===== src/hdl/wait_cfg_pkg.sv =====
package wait_cfg_pkg;

    // ----------------------------------------
    // memory-mapped addresses
    // ----------------------------------------
    localparam logic [15:0] port_command_addr = 16'h3805;
    localparam logic [15:0] data_wait_addr = 16'h3806;
    localparam logic [15:0] instr_wait_addr = 16'h3807;
    localparam logic [15:0] serial_status_first_addr = 16'h3808;
    localparam logic [15:0] serial_status_second_addr = 16'h3809;
    localparam logic [15:0] host_status_addr = 16'h380a;

    // ----------------------------------------
    // reset values
    // ----------------------------------------
    localparam logic [15:0] port_command_reset = 16'h0000;
    localparam logic [15:0] serial_status_reset = 16'h0002;
    localparam logic [15:0] host_status_reset = 16'h0301;
    localparam logic [15:0] data_wait_reset = 16'h0000;
    localparam logic [15:0] instr_wait_reset = 16'h0000;

    // ----------------------------------------
    // writable bit masks
    // ----------------------------------------
    localparam logic [15:0] data_wait_mask_wide = 16'hfcfc;
    localparam logic [15:0] data_wait_mask_narrow = 16'hc0c0;
    localparam logic [15:0] instr_wait_mask = 16'h00fc;
    localparam logic [15:0] host_status_wr_mask = 16'h07fc;

    // ----------------------------------------
    // port command fields
    // ----------------------------------------
    localparam int bit_manip_enable_pos = 15;
    localparam int port_set_clear_select_pos = 14;
    localparam int mode_enable_pos = 13;
    localparam int mode_dir_pos = 12;
    localparam int manip_port_select_pos = 8;
    localparam int port_count = 4;

    // ----------------------------------------
    // host status fields
    // ----------------------------------------
    localparam int host_read_request_mask_pos = 9;
    localparam int host_write_request_mask_pos = 8;
    localparam int host_err_lo_pos = 2;
    localparam int host_read_enable_pos = 1;
    localparam int host_write_enable_pos = 0;

    localparam int wait_cnt_width = 3;

    typedef struct packed {
        logic wr;
        logic rd;
        logic [15:0] addr;
        logic [15:0] wdata;
    } mem_req_type;

    // two-bit setting to added cycles: 0, 1, 3, 7
    function automatic logic [wait_cnt_width-1:0] wait_count(input logic [1:0] field);
        unique case (field)
            2'b00: wait_count = 3'h0;
            2'b01: wait_count = 3'h1;
            2'b10: wait_count = 3'h3;
            2'b11: wait_count = 3'h7;
        endcase
    endfunction : wait_count

endpackage : wait_cfg_pkg


===== src/hdl/wait_state_and_reset_config.sv =====
`timescale 1ns/10ps
// Contract
// data wait field 00/01/10/11 adds 0/1/3/7 cycles per external data access
// new data wait value applies from the instruction after the writing one
// wide-bus member: data wait bits 9,8,1,0 not writable, read undefined
// other members: data wait bits 13-8 and 5-0 not writable, read undefined
// instruction wait bits 15-8 and 1-0 not writable, read undefined
// without external instruction bus, instruction wait register ignores writes
// instruction wait field offers 0/1/3/7 cycles per external fetch
// port command register answers at 0x3805 in X and Y spaces
// port command register resets to 0x0000
// both serial status registers reset to 0x0002
// host status register resets to 0x0301
// stored command with bit-manip enable drives selected port to set/clear bit
// host request mask bit holds its request output inactive high
module wait_state_and_reset_config #(
    parameter bit wide_bus = 1'b1,
    parameter int data_region_bits = 3,
    parameter int instr_region_bits = 2
) (
    input wire logic clock,
    input wire logic reset_n,
    input wire wait_cfg_pkg::mem_req_type mem_req,
    output logic [15:0] mem_rdata,
    output logic mem_rvalid,
    input wire logic instr_boundary,
    input wire logic ext_data_req,
    input wire logic [data_region_bits-1:0] ext_data_region,
    output logic ext_data_ack,
    input wire logic ext_instr_req,
    input wire logic [instr_region_bits-1:0] ext_instr_region,
    output logic ext_instr_ack,
    input wire logic host_read_enable_set,
    input wire logic host_read_enable_clr,
    input wire logic host_write_enable_set,
    input wire logic host_write_enable_clr,
    input wire logic [3:0] host_err_set,
    output logic host_read_request_out_n,
    output logic host_write_request_out_n,
    output logic [wait_cfg_pkg::port_count-1:0] port_out,
    output logic [wait_cfg_pkg::port_count-1:0] port_oe
);

    localparam logic [15:0] data_wait_mask =
        wide_bus ? wait_cfg_pkg::data_wait_mask_wide : wait_cfg_pkg::data_wait_mask_narrow;

    logic [15:0] data_wait_cycle_reg_ff;
    logic [15:0] data_wait_active_ff;
    logic [15:0] instr_wait_cycle_reg_ff;
    logic [15:0] serial_status_reg_first_ff;
    logic [15:0] serial_status_reg_second_ff;
    logic [15:0] host_status_reg_ff;
    logic [wait_cfg_pkg::port_count-1:0] port_out_ff;
    logic [wait_cfg_pkg::port_count-1:0] port_dir_ff;
    logic [15:0] mem_rdata_ff;
    logic mem_rvalid_ff;
    logic [15:0] nxt_rdata;
    logic [15:0] nxt_host_status;
    logic [1:0] data_field;
    logic [1:0] instr_field;
    logic wr_port_cmd;
    logic wr_data_wait;
    logic wr_instr_wait;
    logic wr_ser_first;
    logic wr_ser_second;
    logic wr_host;
    logic [15:0] wd;

    // ----------------------------------------
    // address decode
    // ----------------------------------------
    // the space select is not decoded, so X and Y both reach the same word
    assign wd = mem_req.wdata;
    assign wr_port_cmd = mem_req.wr && (mem_req.addr == wait_cfg_pkg::port_command_addr);
    assign wr_data_wait = mem_req.wr && (mem_req.addr == wait_cfg_pkg::data_wait_addr);
    assign wr_instr_wait = mem_req.wr && (mem_req.addr == wait_cfg_pkg::instr_wait_addr);
    assign wr_ser_first = mem_req.wr && (mem_req.addr == wait_cfg_pkg::serial_status_first_addr);
    assign wr_ser_second = mem_req.wr && (mem_req.addr == wait_cfg_pkg::serial_status_second_addr);
    assign wr_host = mem_req.wr && (mem_req.addr == wait_cfg_pkg::host_status_addr);

    // ----------------------------------------
    // wait cycle registers
    // ----------------------------------------
    always_ff @(posedge clock) begin
        if (!reset_n) begin
            data_wait_cycle_reg_ff <= wait_cfg_pkg::data_wait_reset;
        end else if (wr_data_wait) begin
            data_wait_cycle_reg_ff <= wd & data_wait_mask;
        end
    end

    // the copy that governs accesses moves only at an instruction boundary,
    // so the writing instruction itself still runs with the old setting
    always_ff @(posedge clock) begin
        if (!reset_n) begin
            data_wait_active_ff <= wait_cfg_pkg::data_wait_reset;
        end else if (instr_boundary) begin
            data_wait_active_ff <= data_wait_cycle_reg_ff;
        end
    end

    always_ff @(posedge clock) begin
        if (!reset_n) begin
            instr_wait_cycle_reg_ff <= wait_cfg_pkg::instr_wait_reset;
        end else if (wr_instr_wait && wide_bus) begin
            instr_wait_cycle_reg_ff <= wd & wait_cfg_pkg::instr_wait_mask;
        end
    end

    // ----------------------------------------
    // serial and host status
    // ----------------------------------------
    always_ff @(posedge clock) begin
        if (!reset_n) begin
            serial_status_reg_first_ff <= wait_cfg_pkg::serial_status_reset;
        end else if (wr_ser_first) begin
            serial_status_reg_first_ff <= wd;
        end
    end

    always_ff @(posedge clock) begin
        if (!reset_n) begin
            serial_status_reg_second_ff <= wait_cfg_pkg::serial_status_reset;
        end else if (wr_ser_second) begin
            serial_status_reg_second_ff <= wd;
        end
    end

    // error flags are sticky; a set in the clearing cycle wins
    always_comb begin
        nxt_host_status = host_status_reg_ff;
        if (wr_host) begin
            nxt_host_status = (host_status_reg_ff & ~wait_cfg_pkg::host_status_wr_mask)
                | (wd & wait_cfg_pkg::host_status_wr_mask);
        end
        nxt_host_status[wait_cfg_pkg::host_err_lo_pos +: 4] =
            nxt_host_status[wait_cfg_pkg::host_err_lo_pos +: 4] | host_err_set;
        if (host_read_enable_clr) begin
            nxt_host_status[wait_cfg_pkg::host_read_enable_pos] = 1'b0;
        end
        if (host_read_enable_set) begin
            nxt_host_status[wait_cfg_pkg::host_read_enable_pos] = 1'b1;
        end
        if (host_write_enable_clr) begin
            nxt_host_status[wait_cfg_pkg::host_write_enable_pos] = 1'b0;
        end
        if (host_write_enable_set) begin
            nxt_host_status[wait_cfg_pkg::host_write_enable_pos] = 1'b1;
        end
    end

    always_ff @(posedge clock) begin
        if (!reset_n) begin
            host_status_reg_ff <= wait_cfg_pkg::host_status_reset;
        end else begin
            host_status_reg_ff <= nxt_host_status;
        end
    end

    // outputs are active low; a set mask parks them high
    assign host_read_request_out_n =
        host_status_reg_ff[wait_cfg_pkg::host_read_request_mask_pos]
        || !host_status_reg_ff[wait_cfg_pkg::host_read_enable_pos];
    assign host_write_request_out_n =
        host_status_reg_ff[wait_cfg_pkg::host_write_request_mask_pos]
        || !host_status_reg_ff[wait_cfg_pkg::host_write_enable_pos];

    // ----------------------------------------
    // port command
    // ----------------------------------------
    // the command word is not stored and acts once; only its effect on the pins is kept, and a read returns the pin directions
    always_ff @(posedge clock) begin
        if (!reset_n) begin
            port_out_ff <= '0;
        end else if (wr_port_cmd && wd[wait_cfg_pkg::bit_manip_enable_pos]) begin
            port_out_ff[wd[wait_cfg_pkg::manip_port_select_pos +: 2]] <=
                wd[wait_cfg_pkg::port_set_clear_select_pos];
        end
    end

    // pins come out of reset as inputs
    always_ff @(posedge clock) begin
        if (!reset_n) begin
            port_dir_ff <= '0;
        end else if (wr_port_cmd && wd[wait_cfg_pkg::mode_enable_pos]) begin
            for (int i = 0; i < wait_cfg_pkg::port_count; i++) begin
                if (wd[i]) begin
                    port_dir_ff[i] <= wd[wait_cfg_pkg::mode_dir_pos];
                end
            end
        end
    end

    assign port_out = port_out_ff;
    assign port_oe = port_dir_ff;

    // ----------------------------------------
    // read path
    // ----------------------------------------
    // undefined bits read as zero here; software must not rely on that
    always_comb begin
        nxt_rdata = 16'h0000;
        unique case (mem_req.addr)
            wait_cfg_pkg::port_command_addr: nxt_rdata = {12'h000, port_dir_ff};
            wait_cfg_pkg::data_wait_addr: nxt_rdata = data_wait_cycle_reg_ff & data_wait_mask;
            wait_cfg_pkg::instr_wait_addr: nxt_rdata = instr_wait_cycle_reg_ff;
            wait_cfg_pkg::serial_status_first_addr: nxt_rdata = serial_status_reg_first_ff;
            wait_cfg_pkg::serial_status_second_addr: nxt_rdata = serial_status_reg_second_ff;
            wait_cfg_pkg::host_status_addr: nxt_rdata = host_status_reg_ff;
            default: nxt_rdata = 16'h0000;
        endcase
    end

    always_ff @(posedge clock) begin
        if (!reset_n) begin
            mem_rdata_ff <= 16'h0000;
            mem_rvalid_ff <= 1'b0;
        end else begin
            mem_rdata_ff <= mem_req.rd ? nxt_rdata : mem_rdata_ff;
            mem_rvalid_ff <= mem_req.rd;
        end
    end

    assign mem_rdata = mem_rdata_ff;
    assign mem_rvalid = mem_rvalid_ff;

    // ----------------------------------------
    // external access wait insertion
    // ----------------------------------------
    // each region owns the two-bit field at bit 2*region
    assign data_field = data_wait_active_ff[{ext_data_region, 1'b0} +: 2];
    assign instr_field = instr_wait_cycle_reg_ff[{ext_instr_region, 1'b0} +: 2];

    wait_sequencer data_wait_seq (
        .clock(clock),
        .reset_n(reset_n),
        .req(ext_data_req),
        .wait_cycles(wait_cfg_pkg::wait_count(data_field)),
        .ack(ext_data_ack)
    );

    wait_sequencer instr_wait_seq (
        .clock(clock),
        .reset_n(reset_n),
        .req(ext_instr_req),
        .wait_cycles(wait_cfg_pkg::wait_count(instr_field)),
        .ack(ext_instr_ack)
    );

endmodule : wait_state_and_reset_config


===== src/hdl/wait_sequencer.sv =====
`timescale 1ns/10ps
module wait_sequencer (
    input wire logic clock,
    input wire logic reset_n,
    input wire logic req,
    input wire logic [wait_cfg_pkg::wait_cnt_width-1:0] wait_cycles,
    output logic ack
);

    logic [wait_cfg_pkg::wait_cnt_width-1:0] cnt_ff;

    // ----------------------------------------
    // counting
    // ----------------------------------------
    // ack is combinational so a zero-wait access completes in its own cycle
    assign ack = req && (cnt_ff == wait_cycles);

    always_ff @(posedge clock) begin
        if (!reset_n) begin
            cnt_ff <= '0;
        end else if (!req || ack) begin
            cnt_ff <= '0;
        end else begin
            cnt_ff <= cnt_ff + 3'h1;
        end
    end

endmodule : wait_sequencer


===== config.mk =====
export PLATFORM = sky130hd
export DESIGN_NAME = wait_state_and_reset_config
export DESIGN_NICKNAME = d
export VERILOG_FILES = /design/src/hdl/wait_cfg_pkg.sv /design/src/hdl/wait_state_and_reset_config.sv /design/src/hdl/wait_sequencer.sv
export SDC_FILE = /design/constraint.sdc
export NUM_CORES = 1
export LEC_CHECK = 0
export ABC_AREA = 1
export BUFFER_PORTS_ARGS = -buffer_cell sky130_fd_sc_hd__buf_2
export CORE_MARGIN = 2
export CORE_UTILIZATION = 35
export DETAILED_ROUTE_END_ITERATION = 10
export GPL_TIMING_DRIVEN = 0
export SKIP_CTS_REPAIR_TIMING = 1
export SYNTH_ARGS = -nofsm -noshare
export SYNTH_HDL_FRONTEND = slang
export SYNTH_SLANG_ARGS = --single-unit

===== constraint.sdc =====
create_clock -name clock -period 1.7 [get_ports clock]
set_input_delay 0.17 -clock clock [delete_from_list [all_inputs] [get_ports clock]]
set_output_delay 0.17 -clock clock [all_outputs]
set_load 0.05 [all_outputs]

==> results of run 1 <==
[state kept, by name, indices dropped and copies added (netlist names), 4 cells and up]
signal	flops
host_status_reg_ff	11
mem_rdata	16
port_oe	4
serial_status_reg_first_ff	16
data_wait_cycle_reg_ff	12
data_wait_active_ff	12
instr_wait_cycle_reg_ff	6
serial_status_reg_second_ff	16
port_out	4
[final timing paths]
kind                          start                 endpoint  slack (ns)
max reg2reg  data_wait_active_ff[4]  data_wait_seq.cnt_ff[0]        0.42
min reg2reg   host_status_reg_ff[6]    host_status_reg_ff[6]        0.46
min           host_write_enable_clr    host_status_reg_ff[0]       -0.01
max          data_wait_active_ff[4]             ext_data_ack       -0.09
[power groups by stage]
| stage | logic, mW | registers [mW] | clock network, mW |
|---|---|---|---|
| CTS | 0.419 | 2.49 | 2.20 |
| finish | 0.426 | 2.49 | 2.17 |
| global placement | 0.416 | 2.54 | 0 |
| floorplan | 0.229 | 2.55 | 0 |
| global route | 0.473 | 2.49 | 2.31 |
| detailed placement | 0.417 | 2.54 | 0 |
[logic make-up (layout without fill, tap and decap cells)]
family          count (synthesis)  count (layout)  synth area share [%]
simple gates                  322             322                  29.7
xor+xnor                        6               6                  1.07
flops                         104             104                  42.5
buf+inv                       114             211                  9.96
fa+ha+maj                       2               2                 0.511
compound gates                143             143                  16.2
[cell type report]
type | instances | area share, %
repair buffers | 81 | 7.20
well taps | 180 | 3.83
clock inverters | 4 | 0.895
inverters | 82 | 5.24
plain buffers | 32 | 3.07
multi-input cells | 473 | 39.9
flip-flops and latches | 104 | 35.5
clock buffers | 12 | 4.37
[synthesized netlist by cell type (all sizes together)]
cell,number,area (sq um)
clkbuf,13,48.8
nand3,75,388
buf,19,131
a21oi,89,464
o211ai,11,113
dfxtp,104,2080
o21ai,42,210
nor2,45,206
nor3,4,36.3
nand2,185,742
nand4,9,56.3
inv,81,304
a21boi,1,7.51
ha,2,25.0
and2,2,12.5
nand3b,2,15.0
clkinv,1,3.75
xnor2,5,43.8
xor2,1,8.76
[cells in the final DEF, fill, tap and decap left out, drive strengths merged, types with 4 or more instances in the layout]
cell,Yosys,final
a21oi,89,89
buf,19,100
clkbuf,13,25
clkinv,1,4
dfxtp,104,104
inv,81,81
nand2,185,185
nand3,75,75
nand4,9,9
nor2,45,45
nor3,4,4
o211ai,11,11
o21ai,42,42
xnor2,5,5
[stage by stage]
stage	util (%)	hold slack (ns)	worst slack, ns
2_1_floorplan	-	0.270	0.172
3_3_place_gp	40.1	0.360	-0.230
3_5_place_dp	40.1	0.362	-0.218
4_1_cts	42.4	-0.0115	-0.220
5_1_grt	42.7	0.00216	-0.237
6_report	42.7	-0.0114	-0.0918
[routing by layer]
layer | track usage, % | share of wire [%] | vias to the layer above
li1 | - | - | 2421
met1 | 25.3 | 48 | 2202
met2 | 30.7 | 46 | 102
met3 | 2.88 | 3.8 | 24
met4 | 7.69 | 2.7 | 0
met5 | 0 | 0 | -
==> impl_results.md, run 1 <==
* Outcome: finished, violations left
* Failing checks: hold timing, setup timing
* CP bufs+invs at 2
* Power share of the combinational group at 8.4%
* Worst slew margin at 52.2%
* Initial antenna violation count at 0
* Via Count at 4749
* Floorplan Core Area at 13800 sq um
* Critical path fanouts, max at 2
* Hold path cells at 2
* Mapped Area at 4900 sq um
* Switching share of power at 24.6%
* Fin. Hold Viols at 1
* Cell internal pwr at 3.83 mW
* Syn_nets at 745
* Die Span Y at 122 um
* Worst setup EP type: primary output
* Sum Neg Setup Slack at -0.170 ns
* Area grow syn2layout at 19.9%
* Clk pwr share at 42.7%
* Wire length per cell at 14.3 um
* Worst r2r path cells at 9
* Fill cells at 1495
* Cell Count, Final, Fillers Out at 968
* Layout cell share with drive strength beyond 1 at 20.4%
* Final GP Congestion at 0.848
* RSZ-0062 raised after global routing: yes
* Pwr Density at 865 nW/um^2
* CTS Sinks at 104
* Layout Nets at 837
* Storage cell area at 2090 sq um
* Worst Skew at 0.00622 ns
* Crit path depth at 9
* CTS tree: yes
* GRT Residual Overflow at 0
* Register clock-pin slew on the reported worst setup and hold paths at 0.07 ns
* Gate Count Post-Synth at 691
* DP HPWL at 10200 um
* DRC viols at 0
* Skew-Pair Late Insertion Delay at 0.35 ns
* Placed Area at 5520 sq um
* Final setup margin at -0.0918 ns
* Routed wire length at 13900 um
* Design area at 5870 sq um
* Clock Tree Buf Depth at 2
* Dpl cells at 950
* Vias in the first global route at 4432
* Die area at 15000 sq um
* CTS Buf Count at 9
* Hold Crit Class: input pin to flop
* Startpoint Class: flop
* Tmin final at 1.79 ns
* Max Cap Viol at 0
* Std-Cell Rows at 43
* WS Path Type: flop to primary output
* Tot Pwr at 5.08 mW
* WHS at -0.0114 ns
* Fin. max-slew vios at 0
* Worst Max-Slew Pin Slew at 0.717 ns
* # port buffers at 79
* Synth Warn # at 0
* Post-route ant nets at 0
* Sequential share of power at 48.9%
* Die width at 122 um
* CP Data Arrival Time at 1.62 ns
* Number of synthesized register bits at 104
* Initial Util at 35.6%
* Largest net degree at the start of global routing at 17
* CTS Root Cell: clkbuf_16
* Multi-input logic area at 2340 sq um
* Slowest CP cell: dfxtp_1
* Share of the clock period used by the worst path at 105%
* Detailed Route Iter0 Violations at 192
* H-tree depth at 3
* First-pass GRT wire length at 22000 um
* DRT Pass-1 Iters at 4
* Critical Path, Cell by Cell: nor2_1 > nor3_2 > inv_1 > nand2_1 > nand3_1 > nand2_1 > nand3_1 > nor2_2 > buf_6
* Sequential fraction of the synthesis area at 42.5%
* Via/cell ratio at 4.91
* Max stage delay on crit path at 0.34 ns
* IO Count at 81
* Sw Pwr at 1.25 mW
* Worst VDD drop at 548 uV
* Final setup fails at 2
* Maximum clock frequency at 0.558 GHz
* Delay-heaviest family, CP: simple AND/OR/NAND/NOR gates
* Diode count at 0
* Post-synth cell types at 34
* Leakage at 2.48 nW
* Avg Inst Size Synth at 7.09 sq um
* Worst Path Required at 1.53 ns
* Global-route usage over all layers at 19.0%
Power figures use the tool's default switching activity.
==> run 2, diff against run 1 <==
--- a/config.mk
+++ b/config.mk
@@ -8,10 +8,11 @@
 export ABC_AREA = 1
 export BUFFER_PORTS_ARGS = -buffer_cell sky130_fd_sc_hd__buf_2
 export CORE_MARGIN = 2
-export CORE_UTILIZATION = 35
+export CORE_UTILIZATION = 30
 export DETAILED_ROUTE_END_ITERATION = 10
 export GPL_TIMING_DRIVEN = 0
 export SKIP_CTS_REPAIR_TIMING = 1
+export SLEW_MARGIN = 5
 export SYNTH_ARGS = -nofsm -noshare
 export SYNTH_HDL_FRONTEND = slang
 export SYNTH_SLANG_ARGS = --single-unit
==> run 2 against run 1 <==
The run still ends with hold timing, setup timing left. Die area rose by 16%. Combinational power rose by 2%. Clock skew rose by 0.0011 ns. Worst hold slack improved by 0.0089 ns. Utilization fell by 5.4 points. Register-to-register slack got worse by 0.06 ns. Sequential share of layout area fell by 0.42 points. Critical path depth fell by 1. Cell area rose by 1.1%. Power rose by 1.4%. Flip-flop and latch count did not move. Sequential power barely moved.
==> impl_results.md, run 2 (synthesis gave the netlist of run 1 again) <==
* Fin. Hold Viols at 1
* Outcome: finished, violations left
* Hold Crit Class: input pin to flop
* Final GP Congestion at 0.806
* Commonest non-fill, non-tap cells in the layout: nand2_1 (169), dfxtp_1 (100), buf_2 (85)
* Std-Cell Rows at 46
* Routed wire length at 14200 um
* Worst slew margin at 55.0%
* DRC viols at 0
* Register clock-pin slew on the reported worst setup and hold paths at 0.07 ns
* Die width at 132 um
* CTS tree: yes
* Vias in the first global route at 4535
* CTS Sinks at 104
* Worst setup EP type: primary output
* Critical Path, Cell by Cell: nand2_1 > nand2_1 > o211ai_1 > nor2_1 > xnor2_1 > nand3_1 > nor2_2 > buf_6
* DRT Pass-1 Iters at 4
* Detailed Route Iter0 Violations at 359
* Initial Util at 30.7%
* Pwr Density at 867 nW/um^2
* Worst Max-Slew Pin Slew at 0.676 ns
* Delay-heaviest family, CP: simple AND/OR/NAND/NOR gates
* Layout Nets at 837
* Maximum clock frequency at 0.543 GHz
* Failing checks: hold timing, setup timing
* Commonest non-fill, non-tap cell in the layout: nand2_1
* IO Count at 81
* Diode count at 0
* Critical path fanouts, max at 3
* WHS at -0.00248 ns
* Pre-CTS setup slack at -0.329 ns
* Worst Path Required at 1.53 ns
* Startpoint Class: flop
* CTS Root Cell: clkbuf_16
* Sum Neg Setup Slack at -0.275 ns
* # port buffers at 79
* WS Path Type: flop to primary output
* Final setup fails at 2
* Die Span Y at 132 um
* Slowest CP cell: dfxtp_1
* RSZ-0062 raised after global routing: yes
* Via/cell ratio at 4.69
* H-tree depth at 3
* Worst Skew at 0.00728 ns
* Fin. max-slew vios at 0
* First-pass GRT wire length at 23000 um
* Share of the clock period used by the worst path at 108%
* Post-route ant nets at 0
* Clock Tree Buf Depth at 2
* DP HPWL at 10600 um
* Floorplan Core Area at 15900 sq um
* CP Data Arrival Time at 1.67 ns
* Max Cap Viol at 0
* CP bufs+invs at 1
* Tmin final at 1.84 ns
* Via Count at 4710
* Die area at 17400 sq um
* Initial antenna violation count at 0
* GRT Residual Overflow at 0
* Skew-Pair Late Insertion Delay at 0.36 ns
* Worst VDD drop at 623 uV
* Leakage at 2.49 nW
* Wire length per cell at 14.1 um
* Area grow syn2layout at 21.3%
* CP dominant cell by count: nand2_1
* Tot Pwr at 5.15 mW
* Global-route usage over all layers at 16.6%
* Largest net degree at the start of global routing at 17
* CTS Buf Count at 9
* Max stage delay on crit path at 0.38 ns
* Layout cell share with drive strength beyond 1 at 20.8%
* Final setup margin at -0.142 ns
-- run 2: worst paths after layout --
path | cells past startpoint | start | slack [ns] | endpoint
worst min-delay path | 2 | host_write_enable_clr | -0.002 | host_status_reg_ff[0]
worst max-delay path | 8 | instr_wait_cycle_reg_ff[2] | -0.14 | ext_instr_ack
worst min register to register | 2 | host_status_reg_ff[6] | 0.45 | host_status_reg_ff[6]
worst max register to register | 8 | instr_wait_cycle_reg_ff[2] | 0.36 | instr_wait_seq.cnt_ff[1]
-- run 2: final cells by class --
cell class	instances	area (sq um)
repair buffers	81	423
clock inverters	5	81.3
multi-input cells	473	2360
flip-flops and latches	104	2090
well taps	216	270
fillers	1757	10000
clock buffers	11	233
plain buffers	32	181
inverters	82	308
-- run 2: stage by stage --
step	instances	util, %	area (sq um)
2_1_floorplan	691	-	4900
3_3_place_gp	986	34.9	5570
3_5_place_dp	986	34.9	5570
4_1_cts	1002	36.9	5880
5_1_grt	1004	37.3	5940
6_report	1004	37.3	5940
-- run 2: report_power, final --
part / switching (mW) / leakage (nW) / internal [mW] / total [mW]
Sequential: 0.0189 / 0.845 / 2.47 / 2.49
Combinational: 0.300 / 1.49 / 0.137 / 0.436
Clock: 0.937 / 0.150 / 1.29 / 2.23
Total: 1.26 / 2.49 / 3.90 / 5.15
-- run 2: routing by layer --
layer  up-vias  share of wire [%]  wire length, um  track usage (%)
met3        11                4.9              688             4.00
li1       2426                  -                -                -
met1      2201                 47             6710             21.7
met4         0                1.1              150             4.05
met5         -                  0                0                0
met2        72                 47             6640             27.6
==> run 3, diff against run 2 <==
--- a/config.mk
+++ b/config.mk
@@ -7,11 +7,12 @@
 export LEC_CHECK = 0
 export ABC_AREA = 1
 export BUFFER_PORTS_ARGS = -buffer_cell sky130_fd_sc_hd__buf_2
-export CORE_MARGIN = 2
 export CORE_UTILIZATION = 30
 export DETAILED_ROUTE_END_ITERATION = 10
+export GPL_ROUTABILITY_DRIVEN = 0
 export GPL_TIMING_DRIVEN = 0
 export SKIP_CTS_REPAIR_TIMING = 1
+export SKIP_LAST_GASP = 1
 export SLEW_MARGIN = 5
 export SYNTH_ARGS = -nofsm -noshare
 export SYNTH_HDL_FRONTEND = slang
==> run 3 against run 2 <==
The run still ends with hold timing, setup timing left. Combinational power grew 3%. Clock skew shrank 0.0019 ns. Flip-flop and latch count is the same. Power shrank 3.5%. Worst setup slack gained 0.0070 ns. Critical path type unchanged.
==> impl_results.md, run 3 (synthesis gave the netlist of run 1 again) <==
* Outcome: finished, violations left
* Failing checks: hold timing, setup timing
* Hold Crit Class: input pin to flop
* Final setup fails at 2
* Worst Skew at 0.00539 ns
* Skew-Pair Late Insertion Delay at 0.36 ns
* DRC viols at 0
* First-pass GRT wire length at 22300 um
* Switching share of power at 25.8%
* Layout cell share with drive strength beyond 1 at 21.8%
* Worst r2r path cells at 7
* Final setup margin at -0.135 ns
* DP HPWL at 10500 um
* Floorplan Core Area at 15900 sq um
* CTS tree: yes
* Maximum clock frequency at 0.545 GHz
* Global-route usage over all layers at 17.4%
* Worst setup path start: instr_wait_cycle_reg_ff[5]
* # port buffers at 79
* H-tree depth at 3
* Sequential share of power at 50.0%
* Worst slew margin at 47.5%
* Detailed Route Iter0 Violations at 250
* Power share of the combinational group at 9.0%
* Sum Neg Setup Slack at -0.267 ns
* End of the worst hold path: host_status_reg_ff[0]
* Max Cap Viol at 0
* WHS at -0.00883 ns
* Post-route ant nets at 0
* Reg2Reg Capture Point: instr_wait_seq.cnt_ff[1]
* Fin. Hold Viols at 1
* Pwr Density at 836 nW/um^2
* Diode count at 0
* Std-Cell Rows at 46
* CTS Sinks at 104
* Wire length per cell at 14.0 um
* DRT Pass-1 Iters at 5
* Vias in the first global route at 4399
* WS Path Type: flop to primary output
* CTS Root Cell: clkbuf_16
* Worst Path Required at 1.53 ns
* Die Span Y at 130 um
* Cell internal pwr at 3.69 mW
* Layout Nets at 839
* Initial antenna violation count at 0
* Die area at 16800 sq um
* Worst reg2reg path startpoint: instr_wait_cycle_reg_ff[5]
* Fill cells at 1761
* Worst Max-Slew Pin Slew at 0.788 ns
* Hold path cells at 2
* Share of the clock period used by the worst path at 108%
* Initial Util at 30.8%
* IO Count at 81
* Pre-CTS setup slack at -0.265 ns
* Routed wire length at 14100 um
* Clock Tree Buf Depth at 2
* CP Data Arrival Time at 1.67 ns
* Register clock-pin slew on the reported worst setup and hold paths at 0.07 ns
* Die width at 130 um
* CTS Buf Count at 9
* R2R Setup Slk at 0.26 ns
* Leakage at 2.48 nW
* Via/cell ratio at 4.68
* Commonest non-fill, non-tap cell in the layout: nand2_1
* Area grow syn2layout at 21.4%
* GRT Residual Overflow at 0
* Via Count at 4707
* Worst setup EP type: primary output
* Tmin final at 1.84 ns
* Clk pwr share at 41.0%
* Min-delay src: host_write_enable_clr
* Fin. max-slew vios at 0
* RSZ-0062 raised after global routing: yes
* Sw Pwr at 1.28 mW
* Startpoint Class: flop
* Critical path fanouts, max at 3
* Largest net degree at the start of global routing at 18
* Commonest non-fill, non-tap cells in the layout: nand2_1 (167), dfxtp_1 (98), buf_2 (85)
* Worst VDD drop at 498 uV
## run 3: how the worst max path moves through the flow
stage	to
2_1_floorplan	ext_data_ack
6_report	ext_instr_ack
3_3_place_gp	port_out[2]
4_1_cts	ext_instr_ack
3_5_place_dp	port_out[3]
5_1_grt	ext_data_ack
## run 3: power by group through the flow
stage | Clock (mW) | Sequential (mW) | Combinational [mW]
after floorplan | 0 | 2.55 | 0.229
after global placement | 0 | 2.54 | 0.416
after detailed placement | 0 | 2.54 | 0.421
after CTS | 2.08 | 2.49 | 0.423
after global routing | 2.18 | 2.49 | 0.503
final | 2.04 | 2.49 | 0.450
## run 3: area by class of cell
cell class	instances	area, sq um	share of cell area (%)
clock inverters	5	38.8	0.652
clock buffers	11	253	4.25
flip-flops and latches	104	2090	35.1
plain buffers	32	180	3.03
repair buffers	83	438	7.36
multi-input cells	473	2370	39.9
inverters	82	308	5.17
well taps	216	270	4.54
## run 3: critical path: stages, from the launching register on
cell and delay [ns]:
dfxtp_2 0.33, o211ai_1 0.25, buf_4 0.17, xor2_1 0.14, nand3_1 0.14, nor2_2 0.12
buf_6 0.16
## run 3: per-layer routing
metal	global-route usage, %	routed length, um
met1	22.4	6740
met5	0	0
met3	3.36	528
met4	5.47	206
met2	29.5	6590
## run 3: stage by stage
step	hold slack [ns]	utilization [%]	std cells	cell area (sq um)	total power [mW]
floorplan	0.270	-	691	4900	2.78
global placement	0.359	35.1	986	5570	2.96
detailed placement	0.363	35.1	986	5570	2.96
CTS	-0.0165	36.9	1002	5860	4.99
global route	0.0102	37.4	1006	5950	5.17
finish	-0.00883	37.4	1006	5950	4.97
